[config.mk]
export PLATFORM = sky130hd
export DESIGN_NAME = fast_count_top
export DESIGN_NICKNAME = d
export VERILOG_FILES = /design/src/fast_count_pkg.sv /design/src/input_filter.sv /design/src/wrap_counter.sv /design/src/fast_count_top.sv
export SDC_FILE = /design/constraint.sdc
export NUM_CORES = 1
export LEC_CHECK = 0
export BUFFER_PORTS_ARGS = -buffer_cell sky130_fd_sc_hd__buf_2
export CORE_MARGIN = 8
export CORE_UTILIZATION = 39
export DETAILED_ROUTE_END_ITERATION = 6
export PLACE_DENSITY_LB_ADDON = 0.25
export SYNTH_ARGS = -nofsm -noshare
export SYNTH_HDL_FRONTEND = slang
export SYNTH_SLANG_ARGS = --single-unit
[constraint.sdc]
create_clock -name clock -period 6.2 [get_ports clock]
set_input_delay 0 -clock clock [delete_from_list [all_inputs] [get_ports clock]]
set_output_delay 0 -clock clock [all_outputs]
set_load 0.02 [all_outputs]
[src/fast_count_pkg.sv]
// Constants and types shared by the fast-mode wrap counter design.
// Summary of operation
// - Up past all ones wraps to zero.
// - Down past zero wraps to all ones.
// - Aux input: off, input, gate, sync.
// - Gate opens on rise, closes on fall.
// - Without gate, counting runs immediately.
// - Gate reopening keeps the current count.
// - Sync rising edge loads start value.
// - Every rising sync edge reloads, not just first.
// - Input flag shows present aux level.
// - Feedback word: count, then seven flags.
// - Life bit inverts on every update.
// - Isochronous flag set when applied.
// - Group fault follows supply short live.
// - Parameter fault clears on valid set.
// - Direction flag one when count decreases.
// - Gate flag high while gate permits counting.
// - Four feedback bytes form one snapshot.
// - Selectable 2.5 or 25 us input filter.
// - Load value is the start value.
// - Report values valid at sampling instant.
// - No control word accepted from master.
package fast_count_pkg;

  localparam int COUNT_W = 25;
  localparam logic [31:0] FEEDBACK_OFFSET = 32'h0000_0000;
  localparam logic [COUNT_W-1:0] COUNT_RESET = 25'h000_0000;
  localparam logic [COUNT_W-1:0] LOAD_RESET = 25'h000_0000;

  // Feedback word field positions.
  localparam int COUNT_LSB = 0;
  localparam int GATE_BIT = 25;
  localparam int DIR_BIT = 26;
  localparam int INPUT_BIT = 27;
  localparam int GROUP_BIT = 28;
  localparam int PARAM_BIT = 29;
  localparam int ISO_BIT = 30;
  localparam int LIFE_BIT = 31;

  // Filter times in nanoseconds and the clock period they are counted in.
  localparam int CLOCK_NS = 25;
  localparam int FILTER_SHORT_NS = 2500;
  localparam int FILTER_LONG_NS = 25000;
  localparam int FILTER_SHORT_CYC = (FILTER_SHORT_NS + CLOCK_NS - 1) / CLOCK_NS;
  localparam int FILTER_LONG_CYC = (FILTER_LONG_NS + CLOCK_NS - 1) / CLOCK_NS;
  localparam int FILTER_CNT_W = 10;
  localparam logic [FILTER_CNT_W-1:0] FILTER_SHORT_LIM = 10'(FILTER_SHORT_CYC - 1);
  localparam logic [FILTER_CNT_W-1:0] FILTER_LONG_LIM = 10'(FILTER_LONG_CYC - 1);

  // Function of the auxiliary input.
  typedef enum logic [1:0] {
    AUX_OFF = 2'h0,
    AUX_INPUT = 2'h1,
    AUX_GATE = 2'h2,
    AUX_SYNC = 2'h3
  } aux_input_function_t;

  // Parameter set assigned to the block.
  typedef struct packed {
    aux_input_function_t aux_input_function;
    logic gate_inverted;
    logic filter_long_count;
    logic filter_long_dir;
    logic filter_long_aux;
    logic dir_inverted;
    logic isochronous;
    logic [COUNT_W-1:0] load_value;
  } param_set_t;

  // Feedback word layout.
  typedef struct packed {
    logic life_toggle_bit;
    logic isochronous_applied_flag;
    logic parameter_fault_flag;
    logic group_fault_flag;
    logic input_level_flag;
    logic direction_flag;
    logic gate_open_flag;
    logic [COUNT_W-1:0] count;
  } feedback_word_t;

endpackage

[src/input_filter.sv]
// Glitch filter with selectable settle time for one encoder input.
`timescale 1ns/10ps
module input_filter (
  input wire logic clock,
  input wire logic reset_n,
  input wire logic long_sel,
  input wire logic raw,
  output logic filtered
);

  logic [fast_count_pkg::FILTER_CNT_W-1:0] stable_q;
  logic [fast_count_pkg::FILTER_CNT_W-1:0] limit;

  assign limit = long_sel ? fast_count_pkg::FILTER_LONG_LIM : fast_count_pkg::FILTER_SHORT_LIM;

  // A new level is accepted only after it has stood for the selected time.
  always_ff @(posedge clock or negedge reset_n) begin
    if (!reset_n) begin
      stable_q <= '0;
      filtered <= 1'b0;
    end else if (raw == filtered) begin
      stable_q <= '0;
    end else if (stable_q >= limit) begin
      filtered <= raw;
      stable_q <= '0;
    end else begin
      stable_q <= stable_q + 1'b1;
    end
  end

endmodule // input_filter

[src/wrap_counter.sv]
// Wrapping 25-bit up/down counter with load.
`timescale 1ns/10ps
module wrap_counter (
  input wire logic clock,
  input wire logic reset_n,
  input wire logic load,
  input wire logic [fast_count_pkg::COUNT_W-1:0] load_value,
  input wire logic step,
  input wire logic down,
  output logic [fast_count_pkg::COUNT_W-1:0] count
);

  // Load wins over a step; the modulo add wraps in both directions.
  always_ff @(posedge clock or negedge reset_n) begin
    if (!reset_n) begin
      count <= fast_count_pkg::COUNT_RESET;
    end else if (load) begin
      count <= load_value;
    end else if (step && down) begin
      count <= count - 1'b1;
    end else if (step) begin
      count <= count + 1'b1;
    end
  end

endmodule // wrap_counter

[src/fast_count_top.sv]
// Fast-mode position counter producing a read-only feedback word.
`timescale 1ns/10ps
module fast_count_top (
  input wire logic clock,
  input wire logic reset_n,
  input wire logic count_pin,
  input wire logic direction_pin,
  input wire logic aux_input_pin,
  input wire logic supply_short,
  input wire logic param_strobe,
  input wire fast_count_pkg::param_set_t param_in,
  input wire logic sample_strobe,
  output fast_count_pkg::feedback_word_t fast_count_feedback_word,
  output logic feedback_valid
);

  fast_count_pkg::param_set_t param_q;
  logic params_ok_q;
  logic param_fault_q;
  logic count_f;
  logic dir_f;
  logic aux_f;
  logic count_prev_q;
  logic aux_prev_q;
  logic gate_q;
  logic dir_q;
  logic step;
  logic down;
  logic load;
  logic aux_level;
  logic aux_rise;
  logic aux_fall;
  logic gate_open;
  logic param_bad;
  logic [fast_count_pkg::COUNT_W-1:0] count;

  // Parameter check: gate inversion only makes sense with the gate function.
  assign param_bad = param_in.gate_inverted &&
                     (param_in.aux_input_function != fast_count_pkg::AUX_GATE);

  // Only well-formed parameter sets are accepted; a bad one flags a fault.
  always_ff @(posedge clock or negedge reset_n) begin
    if (!reset_n) begin
      param_q <= '0;
      params_ok_q <= 1'b0;
      param_fault_q <= 1'b0;
    end else if (param_strobe) begin
      param_fault_q <= param_bad;
      params_ok_q <= !param_bad;
      if (!param_bad) begin
        param_q <= param_in;
      end
    end
  end

  // Input filters on count, direction and auxiliary pins.
  input_filter u_filt_count (
    .clock(clock),
    .reset_n(reset_n),
    .long_sel(param_q.filter_long_count),
    .raw(count_pin),
    .filtered(count_f)
  );
  input_filter u_filt_dir (
    .clock(clock),
    .reset_n(reset_n),
    .long_sel(param_q.filter_long_dir),
    .raw(direction_pin),
    .filtered(dir_f)
  );
  input_filter u_filt_aux (
    .clock(clock),
    .reset_n(reset_n),
    .long_sel(param_q.filter_long_aux),
    .raw(aux_input_pin),
    .filtered(aux_f)
  );

  // Edge history of the filtered count and auxiliary inputs.
  always_ff @(posedge clock or negedge reset_n) begin
    if (!reset_n) begin
      count_prev_q <= 1'b0;
      aux_prev_q <= 1'b0;
    end else begin
      count_prev_q <= count_f;
      aux_prev_q <= aux_level;
    end
  end

  // Gate input may be inverted; an unused input reads low.
  assign aux_level = (param_q.aux_input_function == fast_count_pkg::AUX_OFF) ? 1'b0 :
                     (aux_f ^ (param_q.gate_inverted &&
                      param_q.aux_input_function == fast_count_pkg::AUX_GATE));
  assign aux_rise = aux_level && !aux_prev_q;
  assign aux_fall = !aux_level && aux_prev_q;

  // Gate state follows aux edges only in gate mode, so an open gate left over from
  // another mode cannot count without a fresh edge; opening never reloads the count.
  always_ff @(posedge clock or negedge reset_n) begin
    if (!reset_n) begin
      gate_q <= 1'b0;
    end else if (param_q.aux_input_function != fast_count_pkg::AUX_GATE) begin
      gate_q <= 1'b0;
    end else if (aux_rise) begin
      gate_q <= 1'b1;
    end else if (aux_fall) begin
      gate_q <= 1'b0;
    end
  end

  // Counting runs freely once valid parameters are held, unless the gate function is chosen.
  always_comb begin
    unique case (param_q.aux_input_function)
      fast_count_pkg::AUX_GATE: gate_open = gate_q && params_ok_q;
      fast_count_pkg::AUX_OFF,
      fast_count_pkg::AUX_INPUT,
      fast_count_pkg::AUX_SYNC: gate_open = params_ok_q;
    endcase
  end

  // One count step per rising count edge while the gate is open.
  assign step = gate_open && count_f && !count_prev_q;
  assign down = dir_f ^ param_q.dir_inverted;

  // Load on parameter acceptance and on every rising sync edge.
  assign load = (param_strobe && !param_bad) ||
                (params_ok_q && aux_rise &&
                 param_q.aux_input_function == fast_count_pkg::AUX_SYNC);

  wrap_counter u_counter (
    .clock(clock),
    .reset_n(reset_n),
    .load(load),
    .load_value(param_strobe ? param_in.load_value : param_q.load_value),
    .step(step),
    .down(down),
    .count(count)
  );

  // Direction of the last change; a wrap keeps the direction of its step.
  always_ff @(posedge clock or negedge reset_n) begin
    if (!reset_n) begin
      dir_q <= 1'b0;
    end else if (step) begin
      dir_q <= down;
    end
  end

  // Whole-word snapshot on each sample strobe; the life bit inverts each time.
  always_ff @(posedge clock or negedge reset_n) begin
    if (!reset_n) begin
      fast_count_feedback_word <= '0;
      feedback_valid <= 1'b0;
    end else begin
      feedback_valid <= sample_strobe;
      if (sample_strobe) begin
        fast_count_feedback_word.count <= count;
        fast_count_feedback_word.gate_open_flag <= gate_open;
        fast_count_feedback_word.direction_flag <= dir_q;
        fast_count_feedback_word.input_level_flag <= aux_f;
        fast_count_feedback_word.group_fault_flag <= supply_short;
        fast_count_feedback_word.parameter_fault_flag <= param_fault_q;
        fast_count_feedback_word.isochronous_applied_flag <=
          param_q.isochronous && params_ok_q;
        fast_count_feedback_word.life_toggle_bit <=
          !fast_count_feedback_word.life_toggle_bit;
      end
    end
  end

  // Checks kept next to the logic.
  a_life_toggles: assert property (@(posedge clock) disable iff (!reset_n)
    sample_strobe |=> fast_count_feedback_word.life_toggle_bit !=
                      $past(fast_count_feedback_word.life_toggle_bit))
    else $error("life bit did not toggle");
  a_snapshot_count: assert property (@(posedge clock) disable iff (!reset_n)
    sample_strobe |=> fast_count_feedback_word.count == $past(count))
    else $error("snapshot count mismatch");
  a_word_holds: assert property (@(posedge clock) disable iff (!reset_n)
    !sample_strobe |=> $stable(fast_count_feedback_word))
    else $error("feedback changed without sample");
  a_up_wrap: assert property (@(posedge clock) disable iff (!reset_n)
    (step && !down && !load && count == 25'h1FF_FFFF) |=> count == 25'h000_0000)
    else $error("up wrap failed");
  a_down_wrap: assert property (@(posedge clock) disable iff (!reset_n)
    (step && down && !load && count == 25'h000_0000) |=> count == 25'h1FF_FFFF)
    else $error("down wrap failed");
  a_sync_load: assert property (@(posedge clock) disable iff (!reset_n)
    (params_ok_q && aux_rise && !param_strobe &&
     param_q.aux_input_function == fast_count_pkg::AUX_SYNC)
    |=> count == $past(param_q.load_value))
    else $error("sync did not reload");
  a_gate_closed_hold: assert property (@(posedge clock) disable iff (!reset_n)
    (param_q.aux_input_function == fast_count_pkg::AUX_GATE && !gate_q &&
     !aux_rise && !param_strobe) |=> $stable(count))
    else $error("counted with gate closed");
  a_param_fault: assert property (@(posedge clock) disable iff (!reset_n)
    param_strobe |=> param_fault_q == $past(param_bad))
    else $error("parameter fault wrong");
  a_group_fault: assert property (@(posedge clock) disable iff (!reset_n)
    sample_strobe |=> fast_count_feedback_word.group_fault_flag == $past(supply_short))
    else $error("group fault not live");
  a_count_down: assert property (@(posedge clock) disable iff (!reset_n)
    (step && down && !load) |=> count == $past(count) - 25'h000_0001)
    else $error("down step wrong");
  a_count_up: assert property (@(posedge clock) disable iff (!reset_n)
    (step && !down && !load) |=> count == $past(count) + 25'h000_0001)
    else $error("up step wrong");
  a_valid_pulse: assert property (@(posedge clock) disable iff (!reset_n)
    sample_strobe |=> feedback_valid)
    else $error("valid missing after sample");
  a_valid_idle: assert property (@(posedge clock) disable iff (!reset_n)
    !sample_strobe |=> !feedback_valid)
    else $error("valid without sample");
  a_input_flag: assert property (@(posedge clock) disable iff (!reset_n)
    sample_strobe |=> fast_count_feedback_word.input_level_flag == $past(aux_f))
    else $error("input flag wrong");
  a_idle_no_count: assert property (@(posedge clock) disable iff (!reset_n)
    (!params_ok_q && !load) |=> $stable(count))
    else $error("counted without valid parameters");
  a_gate_flag_bad: assert property (@(posedge clock) disable iff (!reset_n)
    (sample_strobe && !params_ok_q) |=> !fast_count_feedback_word.gate_open_flag)
    else $error("gate flag set without valid parameters");

  c_up_wrap: cover property (@(posedge clock) disable iff (!reset_n)
    step && !down && count == 25'h1FF_FFFF);
  c_sync_load: cover property (@(posedge clock) disable iff (!reset_n)
    load && !param_strobe);
  c_gate_reopen: cover property (@(posedge clock) disable iff (!reset_n)
    aux_fall ##[1:50] aux_rise);
  c_down_wrap: cover property (@(posedge clock) disable iff (!reset_n)
    step && down && count == 25'h000_0000);
  c_bad_params: cover property (@(posedge clock) disable iff (!reset_n)
    param_strobe && param_bad);

endmodule // fast_count_top

---- After elaboration in Yosys (flattened, before gate mapping) ----
Index checks and enable logic that the tools add are counted.
storage, ports and cells
  bits in registers ....................... 130
  output and inout port bits .............. 33
  logic and storage cells ................. 96
cells by class
  add/subtract/negate cells ............... 5
  order comparisons ....................... 3
  eq/ne operators ......................... 8
  mux-type cells .......................... 18
  bitwise logic cells ..................... 6
  reductions and logical operators ........ 26
operators by type and width
  cell                     number
  $mux W25                 4
  $mux W10                 9
  $add A10 B1 Y10 const B  3
  $ge A10 B10 Y1           3
  $add A25 B1 Y25 const B  1
  $sub A25 B1 Y25 const B  1
  $logic_and A1 B1 Y1      12
  $reduce_and A2 Y1        4
  $reduce_bool A3 Y1       2
  $logic_not A1 Y1         5
  $eq A2 B2 Y1 const B     2
  $mux W1                  4
  $ne A2 B2 Y1 const B     2
  $not A1 Y1               4
  $eq A1 B1 Y1             3
  $reduce_or A3 Y1         1
  $eq A2 B1 Y1 const B     1
  $logic_not A2 Y1         1
  $pmux W1 S2              1
  $xor A1 B1 Y1            2
  $logic_or A1 B1 Y1       1

---- Logic depth before layout (Yosys ltp) ----
Gate-level depths: netlist of the first run.
  depth in word-level cells ............... 9
  mapped depth ............................ 15

---- Modules after synthesis ----
Synthesis of the first run repeated with hierarchy kept, for this count alone.
unflattened totals
  cells, all modules ...................... 656
  area total of the unflattened synthesis .. 7269.5 um^2
by module, submodules not included
  module          instances  cells each  area an instance (um^2)  seq. area each (um^2)
  fast_count_top  1          195         3146.8                   1801.7
  wrap_counter    1          287         2272.2                   625.6
  input_filter    3          58          616.8                    275.3

---- Least setup slack after synthesis of the first run ----
OpenSTA, ideal clock, no wires.
  kind .................................... reg-to-reg
  from .................................... reg param_q[31] (netlist name)
  to ...................................... reg u_counter.count[24] (netlist name)
  setup time .............................. 0.082 ns
  arrival time ............................ 3.717 ns
  data required time ...................... 6.118 ns
  path slack .............................. 2.401 ns
  cell stages (with the launch flop) ...... 16
  buffers on the path ..................... 1
  period minus slack after synthesis ...... 3.799 ns
  path through ............................ dfrtp_1 -> nand2b_1 -> o21ai_1 -> or3b_1 -> buf_2 -> nor2_2 -> inv_2 -> fa_1 -> and2b_1 -> o2111ai_1 -> a211o_1 -> a21oi_2 -> a31oi_4 -> xnor2_1 -> or3_1 -> a31oi_1
on the way
  longest elaborated chain between the ends .. 9
ends and longest elaborated chain
  item                                                              RTL line              text
  start, declared                                                   fast_count_top.sv:17  fast_count_pkg::param_set_t param_q;
  start signal, assigned                                            fast_count_top.sv:51  param_q <= param_in;
  parallel branches: the longest is 9 deep, another holds $mux W25  --
  end signal, assigned                                              wrap_counter.sv:18    count <= load_value;
  end signal, assigned                                              wrap_counter.sv:20    count <= count - 1'b1;
  end signal, assigned                                              wrap_counter.sv:22    count <= count + 1'b1;
  end, declared                                                     wrap_counter.sv:10    output logic [fast_count_pkg::COUNT_W-1:0] count
Parallel ways; which one is timed is not known.
A chain may end at the register's enable or synchronous reset.

---- Worst setup path after layout of the first run ----
Ends and elaborated chain as after synthesis.

==> results of run 1 <==
## critical path, delay by kind of cell (launching register included)
family          cells  cell delay [ns]
buf+inv             2             0.38
xor+xnor            1             0.14
compound gates      6             1.09
simple gates        5             1.57
fa+ha+maj           1             0.40
flops               1             0.43
## cells in the final DEF (no fill, tap or decap), drive strengths merged, types with 5 or more instances in the layout
cell           n
dfrtp        130
buf           79
mux2          66
nor2          56
a21oi         40
nand2         39
ha            39
dlygate4sd3   38
o21ai         34
xnor2         27
mux2i         23
xor2          22
nand3         21
clkbuf        19
inv           16
a211oi        14
nand2b        12
a21o           9
o21a           6
nor2b          6
a22oi          6
and3           5
o22ai          5
a31oi          5
clkinv         5
## cells in the mapped netlist (3+ instances only)
cell type	instances	area share (%)
o21ai_0	28	2.0
mux2_2	66	11
a211oi_1	14	1.5
o211ai_1	3	0.33
nor3_1	4	0.29
o21ai_1	6	0.43
a22oi_1	6	0.65
a2111oi_0	3	0.38
nand2b_1	12	1.1
xor2_1	22	2.8
nand2_1	39	2.1
nor2_1	55	3.0
a21o_1	9	0.98
nor2b_1	6	0.54
a31oi_1	4	0.36
mux2i_1	23	3.3
nor3b_1	3	0.33
a21oi_2	3	0.38
ha_1	39	7.1
o22ai_1	5	0.45
inv_1	15	0.81
xnor2_1	27	3.4
o21a_1	6	0.65
nand3_1	21	1.5
clkbuf_1	19	1.0
and3_1	5	0.45
a211o_1	3	0.38
a21oi_1	37	2.7
dfrtp_1	130	47
## registers in the layout, indices dropped and copies added (netlist names), 10 cells and up
register and flops:
u_filt_count.stable_q 10, u_counter.count 25, param_q 33, u_filt_dir.stable_q 10
u_filt_aux.stable_q 10, fast_count_feedback_word 32
## power by group through the flow
stage               Sequential, W  Clock (W)  Combinational (W)
finish                    0.00117    0.00105           0.000852
global placement          0.00118          0           0.000819
CTS                       0.00117    0.00108           0.000863
detailed placement        0.00119          0           0.000839
global route              0.00120    0.00112           0.000955
floorplan                 0.00123          0           0.000533
## routing by layer
metal  wire length, microns  vias up  track usage [%]
li1                       -     2510                -
met1                   6985     2451            18.47
met2                   7278       90            23.78
met3                    709       21            3.610
met4                    267        0            5.805
met5                      0        -                0
## cell type report
class	count	area share (%)
clock buffer	19	5.073
clock inverter	13	2.185
inverter	16	0.7038
multi-input combinational	470	41.32
sequential	130	38.12
tap	225	3.299
timing repair buffer	117	9.296
## how the worst max path moves through the flow
stage | endpoint | cells past startpoint | start
after floorplan | u_counter.count[24] | 15 | param_q[31]
after global placement | u_counter.count[24] | 15 | param_q[31]
after detailed placement | u_counter.count[24] | 15 | param_q[31]
after CTS | u_counter.count[24] | 15 | param_q[31]
after global routing | u_counter.count[24] | 15 | param_q[31]
final | u_counter.count[24] | 15 | param_q[31]
## per-stage QoR
step / hold WS (ns) / total power, W / utilization [%] / setup WS [ns]
2_1_floorplan: -0.2956 / 0.001768 / - / 2.401
3_3_place_gp: 0.1108 / 0.002001 / 43.55 / 2.225
3_5_place_dp: 0.1158 / 0.002028 / 43.55 / 2.137
4_1_cts: 0.1445 / 0.003121 / 49.33 / 2.082
5_1_grt: 0.1725 / 0.003276 / 49.33 / 1.786
6_report: 0.1462 / 0.003077 / 49.33 / 2.121
## cell families after synthesis
family          share of synthesized area (%)
buf+inv                                 2.155
fa+ha+maj                               7.352
simple gates                            10.70
mux                                     14.09
compound gates                          12.41
xor+xnor                                6.211
flops                                   47.08
## repair_timing
item,CTS,global route
hold endpoints to repair,114,0
gates resized for setup,0,0
hold buffers,38,0
==> flow_metrics.py, run 1 <==
metrics = {
    "outcome": {
        "outcome": "finished clean",
    },
    "place": {
        "gp_congestion": 0.9158,
        "portBuffers": 73,
        "dp.cells": 920,
        "dpl-instance-area_sq_um": 7533,
        "dp_hpwl_microns": 10630,
    },
    "timing": {
        "finalHoldViolations": 0,
        "fin_crit_sh_pct": 65.80,
        "setup_tns_ns": 0,
        "finalCriticalPeriod_ns": 4.079,
        "setup_viol": 0,
        "worst_pin_slew_ns": 0.9190,
        "skew_ns": 0.008404,
        "rsz0062_at_grt": "false",
        "maxSlewViolCount": 0,
        "slew_headroom_pct": 38.73,
        "max_freq_ghz": 0.2451,
    },
    "power_and_ir_drop": {
        "power.leakage_nw": 3.852,
        "vdd_drop_max_mv": 0.2097,
        "power_frac_seq_pct": 38.1,
        "comb_power_share_pct": 27.7,
        "p_sw_share_pct": 32.27,
        "power_density_nw_per_um2": 360.6,
        "pwr-share-clk_pct": 34.2,
        "internal-power_w": 0.002084,
        "p_switching_w": 0.0009930,
    },
    "synthesis": {
        "synth_cell_types": 51,
        "async_flop_share_pct": 100.0,
        "synthFlopType": "dfrtp_1",
        "synth-edff-count": 0,
        "yosysSeqAreaShare_pct": 47.08,
        "syn_inst": 639,
        "yosys_warnings": 0,
        "yosys_register_bits": 130,
        "syn_nets": 720,
        "syn-cell-area_sq_um": 6909,
        "syn-mean-instance-area_sq_um": 10.81,
    },
    "global_route": {
        "grt-ovfl-total": 0,
        "grt_max_degree": 75,
        "grt_pass1_vias": 5307,
        "grt_pass1_wl_microns": 26390,
        "antenna_found_initial": 0,
        "grt_usage_pct": 14.67,
    },
    "critical_path": {
        "slowest_stage": "nor2_2",
        "r2r_end": "u_counter.count[24]",
        "worstPathCellList": "nand2b_1, o21ai_1, or3b_1, buf_4, nor2_2, inv_2, fa_1, and2b_1, o2111ai_1, a211o_1, a21oi_2, a31oi_4, xnor2_1, or3_1, a31oi_1",
        "r2r-start": "param_q[31]",
        "critPathMaxFanout": 35,
        "slowest_delay_ns": 0.51,
        "cp.arrival_ns": 4.41,
        "reg2reg_slack_ns": 2.12,
        "path_class": "reg -> reg",
        "cp-start-kind": "flop",
        "end_kind": "flop",
        "required_ns": 6.53,
        "reg2reg_depth": 15,
    },
    "finish": {
        "postLayoutCellArea_sq_um": 8533,
        "num-fill-cells": 1557,
        "n_antenna_cell": 0,
        "area_growth_pct": 23.51,
        "drive_gt1_share_pct": 24.18,
        "fin_cells": 990,
        "finalNetCount": 833,
        "seqCellArea_sq_um": 3253,
        "multi_input_area_sq_um": 3526,
    },
    "cts": {
        "clkSinkCount": 130,
        "post_cts_buffers": 0,
        "cts_made_buffers": 17,
        "clkTransAtPathRegs_ns": 0.06,
        "cts_buffer_depth": 2,
        "cts_max_level": 4,
        "cts_tree": "done",
        "worst_skew_pair.late_latency_ns": 0.41,
        "cts_root_buf": "clkbuf_16",
    },
    "floorplanning": {
        "num_io_pins": 74,
        "die_area_sq_um": 22230,
        "die_x_microns": 149.1,
        "start_util_pct": 39.95,
        "fp-row-count": 48,
        "fp.dieH_microns": 149.1,
        "coreArea_sq_um": 17300,
    },
    "job": {
        "cap_violations": 0,
    },
    "drt": {
        "viasPerCell": 5.123,
        "drt_iter0_drc": 377,
        "drc_errors": 0,
        "wl_per_cell_microns": 15.39,
        "dr_total_vias": 5072,
        "ant_nets": 0,
        "wl_microns": 15240,
        "dr.pass1.iters": 4,
    },
    "hold_path": {
        "min_path_cells": 1,
        "worstHoldStart": "sample_strobe",
        "hold_end": "feedback_valid",
        "hold_path_class": "in -> reg",
    },
}
Power figures use the tool's default switching activity.
==> run 2, diff against run 1 <==
==> constraint.sdc (replaced) <==
create_clock -name clock -period 3.7 [get_ports clock]
set_input_delay 0 -clock clock [delete_from_list [all_inputs] [get_ports clock]]
set_output_delay 0 -clock clock [all_outputs]
set_load 0.02 [all_outputs]
==> flow_metrics.py, run 2 (same netlist as run 1, synthesis figures left out) <==
metrics = {
    "outcome": {
        "outcome": "finished clean",
    },
    "finish": {
        "multi_input_area_sq_um": 3531,
        "n_antenna_cell": 0,
        "reg_top3": "param_q (33), fast_count_feedback_word (32), u_counter.count (25)",
        "area_growth_pct": 23.02,
        "drive_gt1_share_pct": 24.71,
        "num-fill-cells": 1612,
        "regMostFlops": "param_q",
        "seqCellArea_sq_um": 3253,
        "layout_commonest_cell": "dfrtp_1",
        "finalNetCount": 838,
        "utilization_pct": 49.14,
        "final_cell_mix": "dfrtp_1, buf_2, mux2_2",
        "largest_reg_flops": 33,
    },
    "power_and_ir_drop": {
        "p_sw_share_pct": 33.68,
        "power.leakage_nw": 3.842,
        "power_frac_seq_pct": 40.2,
        "pwr-share-clk_pct": 30.4,
        "internal-power_w": 0.003237,
        "power_density_nw_per_um2": 574.2,
        "comb_power_share_pct": 29.4,
        "vdd_drop_max_mv": 0.3599,
        "p_switching_w": 0.001644,
    },
    "floorplanning": {
        "die_x_microns": 149.1,
        "start_util_pct": 39.95,
        "fp.dieH_microns": 149.1,
        "coreArea_sq_um": 17300,
        "num_io_pins": 74,
        "die_area_sq_um": 22230,
        "fp-row-count": 48,
    },
    "global_route": {
        "grt-ovfl-total": 0,
        "antenna_found_initial": 0,
        "grt_pass1_wl_microns": 26150,
        "grt_usage_pct": 14.57,
        "grt_max_degree": 71,
        "grt_pass1_vias": 5412,
    },
    "cts": {
        "cts_max_level": 4,
        "post_cts_buffers": 0,
        "cts_buffer_depth": 2,
        "clkSinkCount": 130,
        "cts_root_buf": "clkbuf_16",
        "cts_tree": "done",
        "cts_resized": 0,
        "cts_made_buffers": 17,
        "clkTransAtPathRegs_ns": 0.06,
        "worst_skew_pair.late_latency_ns": 0.41,
        "ctsHoldBuffers": 39,
    },
    "timing": {
        "finalHoldViolations": 0,
        "setup_tns_ns": 0,
        "setup_viol": 0,
        "finalCriticalPeriod_ns": 3.429,
        "max_freq_ghz": 0.2916,
        "maxSlewViolCount": 0,
        "rsz0062_at_grt": "false",
        "slew_headroom_pct": 43.53,
        "worst_pin_slew_ns": 0.8470,
        "hold-worst-slack_ns": 0.1414,
        "fin_crit_sh_pct": 92.69,
        "skew_ns": 0.007324,
    },
    "critical_path": {
        "critPathTopFamily": "simple AND/OR/NAND/NOR gates",
        "reg2reg_depth": 14,
        "worstPathCellList": "nand2b_1, o21ai_1, or3b_1, nor2_4, buf_4, ha_1, and2b_1, o2111ai_1, a211o_1, nor3b_1, o21ai_1, xor2_1, nand2_1, a22oi_1",
        "cp-start-kind": "flop",
        "crit_top_cell": "o21ai_1",
        "slowest_stage": "or3b_1",
        "critPathMaxFanout": 14,
        "cp.arrival_ns": 3.76,
        "slowest_delay_ns": 0.44,
        "end_kind": "flop",
        "path_class": "reg -> reg",
        "cp_num_cells": 14,
        "required_ns": 4.03,
        "path_buf_inv": 1,
    },
    "place": {
        "portBuffers": 73,
        "dp_hpwl_microns": 10760,
        "gp_congestion": 0.8835,
    },
    "drt": {
        "dr.pass1.iters": 4,
        "dr_total_vias": 5140,
        "viasPerCell": 5.171,
        "wl_per_cell_microns": 15.33,
        "ant_nets": 0,
        "wl_microns": 15240,
        "drt_iter0_drc": 192,
        "drc_errors": 0,
    },
    "job": {
        "cap_violations": 0,
    },
    "hold_path": {
        "min_path_cells": 1,
        "hold_path_class": "in -> reg",
    },
}
## run 2: changes by cell type in the layout (fill, tap and decap cells not counted), moves of 2 or more
cell | before | now
bufinv_16 | 4 | 0
clkbuf_1 | 2 | 0
buf_4 | 7 | 10
clkinv_2 | 2 | 5
## run 2: worst register-to-register path: cells and delay by family, from the launching register on
family	cells	cell delay, ns
compound gates	5	0.91
xor+xnor	1	0.18
buf+inv	1	0.23
fa+ha+maj	1	0.29
flops	1	0.42
simple gates	6	1.32
## run 2: per-stage QoR
stage	instances	total power [W]	instance area, sq um	setup WS [ns]
after global placement	924	0.003366	7581	0.3459
after floorplan	639	0.002965	6914	0.1377
final	994	0.004880	8499	0.2705
after CTS	994	0.004954	8499	0.2528
after detailed placement	924	0.003407	7581	0.2751
after global routing	994	0.005216	8499	0.001862
## run 2: routing by layer
| metal | track usage [%] | up-vias | share of wire, % |
|---|---|---|---|
| li1 | - | 2527 | - |
| met1 | 17.88 | 2509 | 46 |
| met2 | 24.50 | 85 | 49 |
| met3 | 3.792 | 19 | 4.0 |
| met4 | 4.745 | 0 | 1.4 |
| met5 | 0 | - | 0 |
## run 2: power by group through the flow
stage	clock network [W]	registers, W	logic, W
after floorplan	0	0.00207	0.000896
after global placement	0	0.00198	0.00139
after detailed placement	0	0.00199	0.00142
after CTS	0.00153	0.00196	0.00146
after global routing	0.00160	0.00201	0.00160
final	0.00148	0.00196	0.00144
## run 2: area by class of cell
class | instances | share of cell area (%)
Multi-Input combinational cell | 470 | 41.54
Sequential cell | 130 | 38.27
Timing Repair Buffer | 122 | 9.951
Clock buffer | 18 | 5.167
Tap cell | 225 | 3.312
Clock inverter | 13 | 1.045
Inverter | 16 | 0.7066
## run 2: worst paths after layout
kind                                         startpoint                      endpoint  slack (ns)
min reg2reg                fast_count_feedback_word[31]  fast_count_feedback_word[31]        0.47
min in group asynchronous                       reset_n  fast_count_feedback_word[28]        0.21
max                                         param_q[32]           u_counter.count[18]        0.27
min                                       sample_strobe                feedback_valid        0.14
max reg2reg                                 param_q[32]           u_counter.count[18]        0.27
max in group asynchronous                       reset_n                   param_q[26]        2.65
==> run 3, diff against run 2 <==
--- a/config.mk
+++ b/config.mk
@@ -10,6 +10,7 @@
 export CORE_UTILIZATION = 39
 export DETAILED_ROUTE_END_ITERATION = 6
 export PLACE_DENSITY_LB_ADDON = 0.25
+export RECOVER_POWER = 25
 export SYNTH_ARGS = -nofsm -noshare
 export SYNTH_HDL_FRONTEND = slang
 export SYNTH_SLANG_ARGS = --single-unit
==> flow_metrics.py, run 3 (same netlist as run 1, synthesis figures left out) <==
metrics = {
    "place": {
        "gp_congestion": 0.8835,
        "dp_hpwl_microns": 10760,
        "portBuffers": 73,
        "dp_slack_ns": 0.2751,
    },
    "timing": {
        "finalCriticalPeriod_ns": 3.429,
        "worst_pin_slew_ns": 2.033,
        "maxSlewViolCount": 96,
        "skew_ns": 0.007324,
        "max_freq_ghz": 0.2916,
        "rsz0062_at_grt": "false",
        "setup_viol": 0,
        "setup_tns_ns": 0,
        "fin_crit_sh_pct": 92.69,
        "finalHoldViolations": 0,
        "setup_slack_ns": 0.2705,
        "slew_headroom_pct": -35.55,
    },
    "finish": {
        "finalNetCount": 838,
        "layout_commonest_cell": "dfrtp_1",
        "largest_reg_flops": 33,
        "drive_gt1_share_pct": 24.58,
        "final_cell_mix": "dfrtp_1, buf_2, mux2_2",
        "n_antenna_cell": 0,
        "utilization_pct": 49.12,
        "regMostFlops": "param_q",
        "num-fill-cells": 1611,
        "reg_top3": "param_q (33), fast_count_feedback_word (32), u_counter.count (25)",
        "area_growth_pct": 22.96,
    },
    "critical_path": {
        "cp_num_cells": 14,
        "slowest_stage": "or3b_1",
        "crit_top_cell": "o21ai_1",
        "worstPathCellList": "nand2b_1, o21ai_1, or3b_1, nor2_4, buf_4, ha_1, and2b_1, o2111ai_1, a211o_1, nor3b_1, o21ai_1, xor2_1, nand2_1, a22oi_1",
        "path_class": "reg -> reg",
        "path_buf_inv": 1,
        "slowest_delay_ns": 0.44,
        "critPathMaxFanout": 14,
        "cp-start-kind": "flop",
        "cp.arrival_ns": 3.76,
        "reg2reg_depth": 14,
        "r2r-start": "param_q[32]",
        "required_ns": 4.03,
        "critPathTopFamily": "simple AND/OR/NAND/NOR gates",
        "reg2reg_slack_ns": 0.27,
        "end_kind": "flop",
        "r2r_end": "u_counter.count[18]",
    },
    "global_route": {
        "grt_usage_pct": 14.57,
        "grt_max_degree": 71,
        "grt_pass1_vias": 5412,
        "grt_pass1_wl_microns": 26150,
        "grt-ovfl-total": 0,
        "antenna_found_initial": 0,
    },
    "drt": {
        "wl_microns": 15230,
        "drt_iter0_drc": 192,
        "dr_total_vias": 5140,
        "viasPerCell": 5.171,
        "dr.pass1.iters": 4,
        "drc_errors": 0,
        "ant_nets": 0,
        "wl_per_cell_microns": 15.32,
    },
    "power_and_ir_drop": {
        "power_frac_seq_pct": 40.2,
        "internal-power_w": 0.003237,
        "pwr-share-clk_pct": 30.4,
        "power_density_nw_per_um2": 574.5,
        "vdd_drop_max_mv": 0.3599,
        "p_sw_share_pct": 33.67,
        "power.leakage_nw": 3.838,
        "p_switching_w": 0.001644,
        "comb_power_share_pct": 29.4,
    },
    "cts": {
        "cts_root_buf": "clkbuf_16",
        "post_cts_buffers": 0,
        "cts_made_buffers": 17,
        "clkSinkCount": 130,
        "worst_skew_pair.late_latency_ns": 0.41,
        "cts_tree": "done",
        "cts_max_level": 4,
        "clkTransAtPathRegs_ns": 0.06,
        "cts_buffer_depth": 2,
    },
    "floorplanning": {
        "fp-row-count": 48,
        "start_util_pct": 39.95,
        "coreArea_sq_um": 17300,
        "die_area_sq_um": 22230,
        "die_x_microns": 149.1,
        "fp.dieH_microns": 149.1,
        "num_io_pins": 74,
    },
    "outcome": {
        "violations": "max-capacitance violations, max-slew violations",
        "outcome": "complete, but fails checks",
    },
    "hold_path": {
        "min_path_cells": 4,
        "hold_path_class": "in -> reg",
        "worstHoldStart": "param_in[27]",
        "hold_end": "param_q[27]",
    },
    "job": {
        "cap_violations": 2,
    },
}
[run 3: changes by cell type in the layout (fill, tap and decap cells not counted)]
cell,previous run,this run
buf_2,72,71
buf_4,10,9
clkbuf_1,0,1
clkbuf_2,0,1
[run 3: cell type report]
type                            count  area [sq um]  area share [%]
Tap cell                          225         281.5           3.314
Sequential cell                   130          3253           38.29
Timing Repair Buffer              122         842.1           9.912
Inverter                           16         60.06          0.7069
Multi-Input combinational cell    470          3531           41.56
Clock inverter                     13         88.84           1.046
Clock buffer                       18         439.2           5.169
[run 3: power groups by stage]
| stage | combinational (W) | clock [W] | sequential (W) |
|---|---|---|---|
| floorplan | 0.000896 | 0 | 0.00207 |
| global placement | 0.00139 | 0 | 0.00198 |
| detailed placement | 0.00142 | 0 | 0.00199 |
| CTS | 0.00146 | 0.00153 | 0.00196 |
| global route | 0.00160 | 0.00160 | 0.00201 |
| finish | 0.00144 | 0.00148 | 0.00196 |
[run 3: metrics by stage]
step	cells	total power [W]	hold WS, ns	area [sq um]
floorplan	639	0.002965	-0.2956	6914
global placement	924	0.003366	0.1321	7581
detailed placement	924	0.003407	0.1376	7581
CTS	994	0.004954	0.1542	8499
global route	994	0.005217	0.3542	8496
finish	994	0.004881	0.3265	8496
[run 3: what timing repair did]
item | CTS | global route
gates resized for setup | 0 | 0
endpoints found under the hold margin | 119 | 0
hold buffers | 39 | 0
endpoints found under the setup margin | 0 | 0
[run 3: worst max path at each step]
stage,start,to,slack (ns)
final,param_q[32],u_counter.count[18],0.27
after global routing,param_q[32],u_counter.count[19],0.002
after CTS,param_q[32],u_counter.count[24],0.25
after detailed placement,param_q[32],u_counter.count[24],0.28
after global placement,param_q[32],u_counter.count[24],0.35
after floorplan,param_q[31],u_counter.count[24],0.14
[run 3: worst register-to-register path: cells and delay by family, from the launching register on]
family                     cells  cell delay [ns]
AOI/OAI and AO/OA              5             0.91
adders and majority gates      1             0.29
xor gates and xnor gates       1             0.18
and+or+nand+nor                6             1.32
buffers and inverters          1             0.23
DFF                            1             0.42
[run 3: metal layers]
layer | wire, microns | GRT usage, %
met2 | 7467 | 24.50
met1 | 6935 | 17.88
met4 | 219 | 4.745
met3 | 609 | 3.792
met5 | 0 | 0
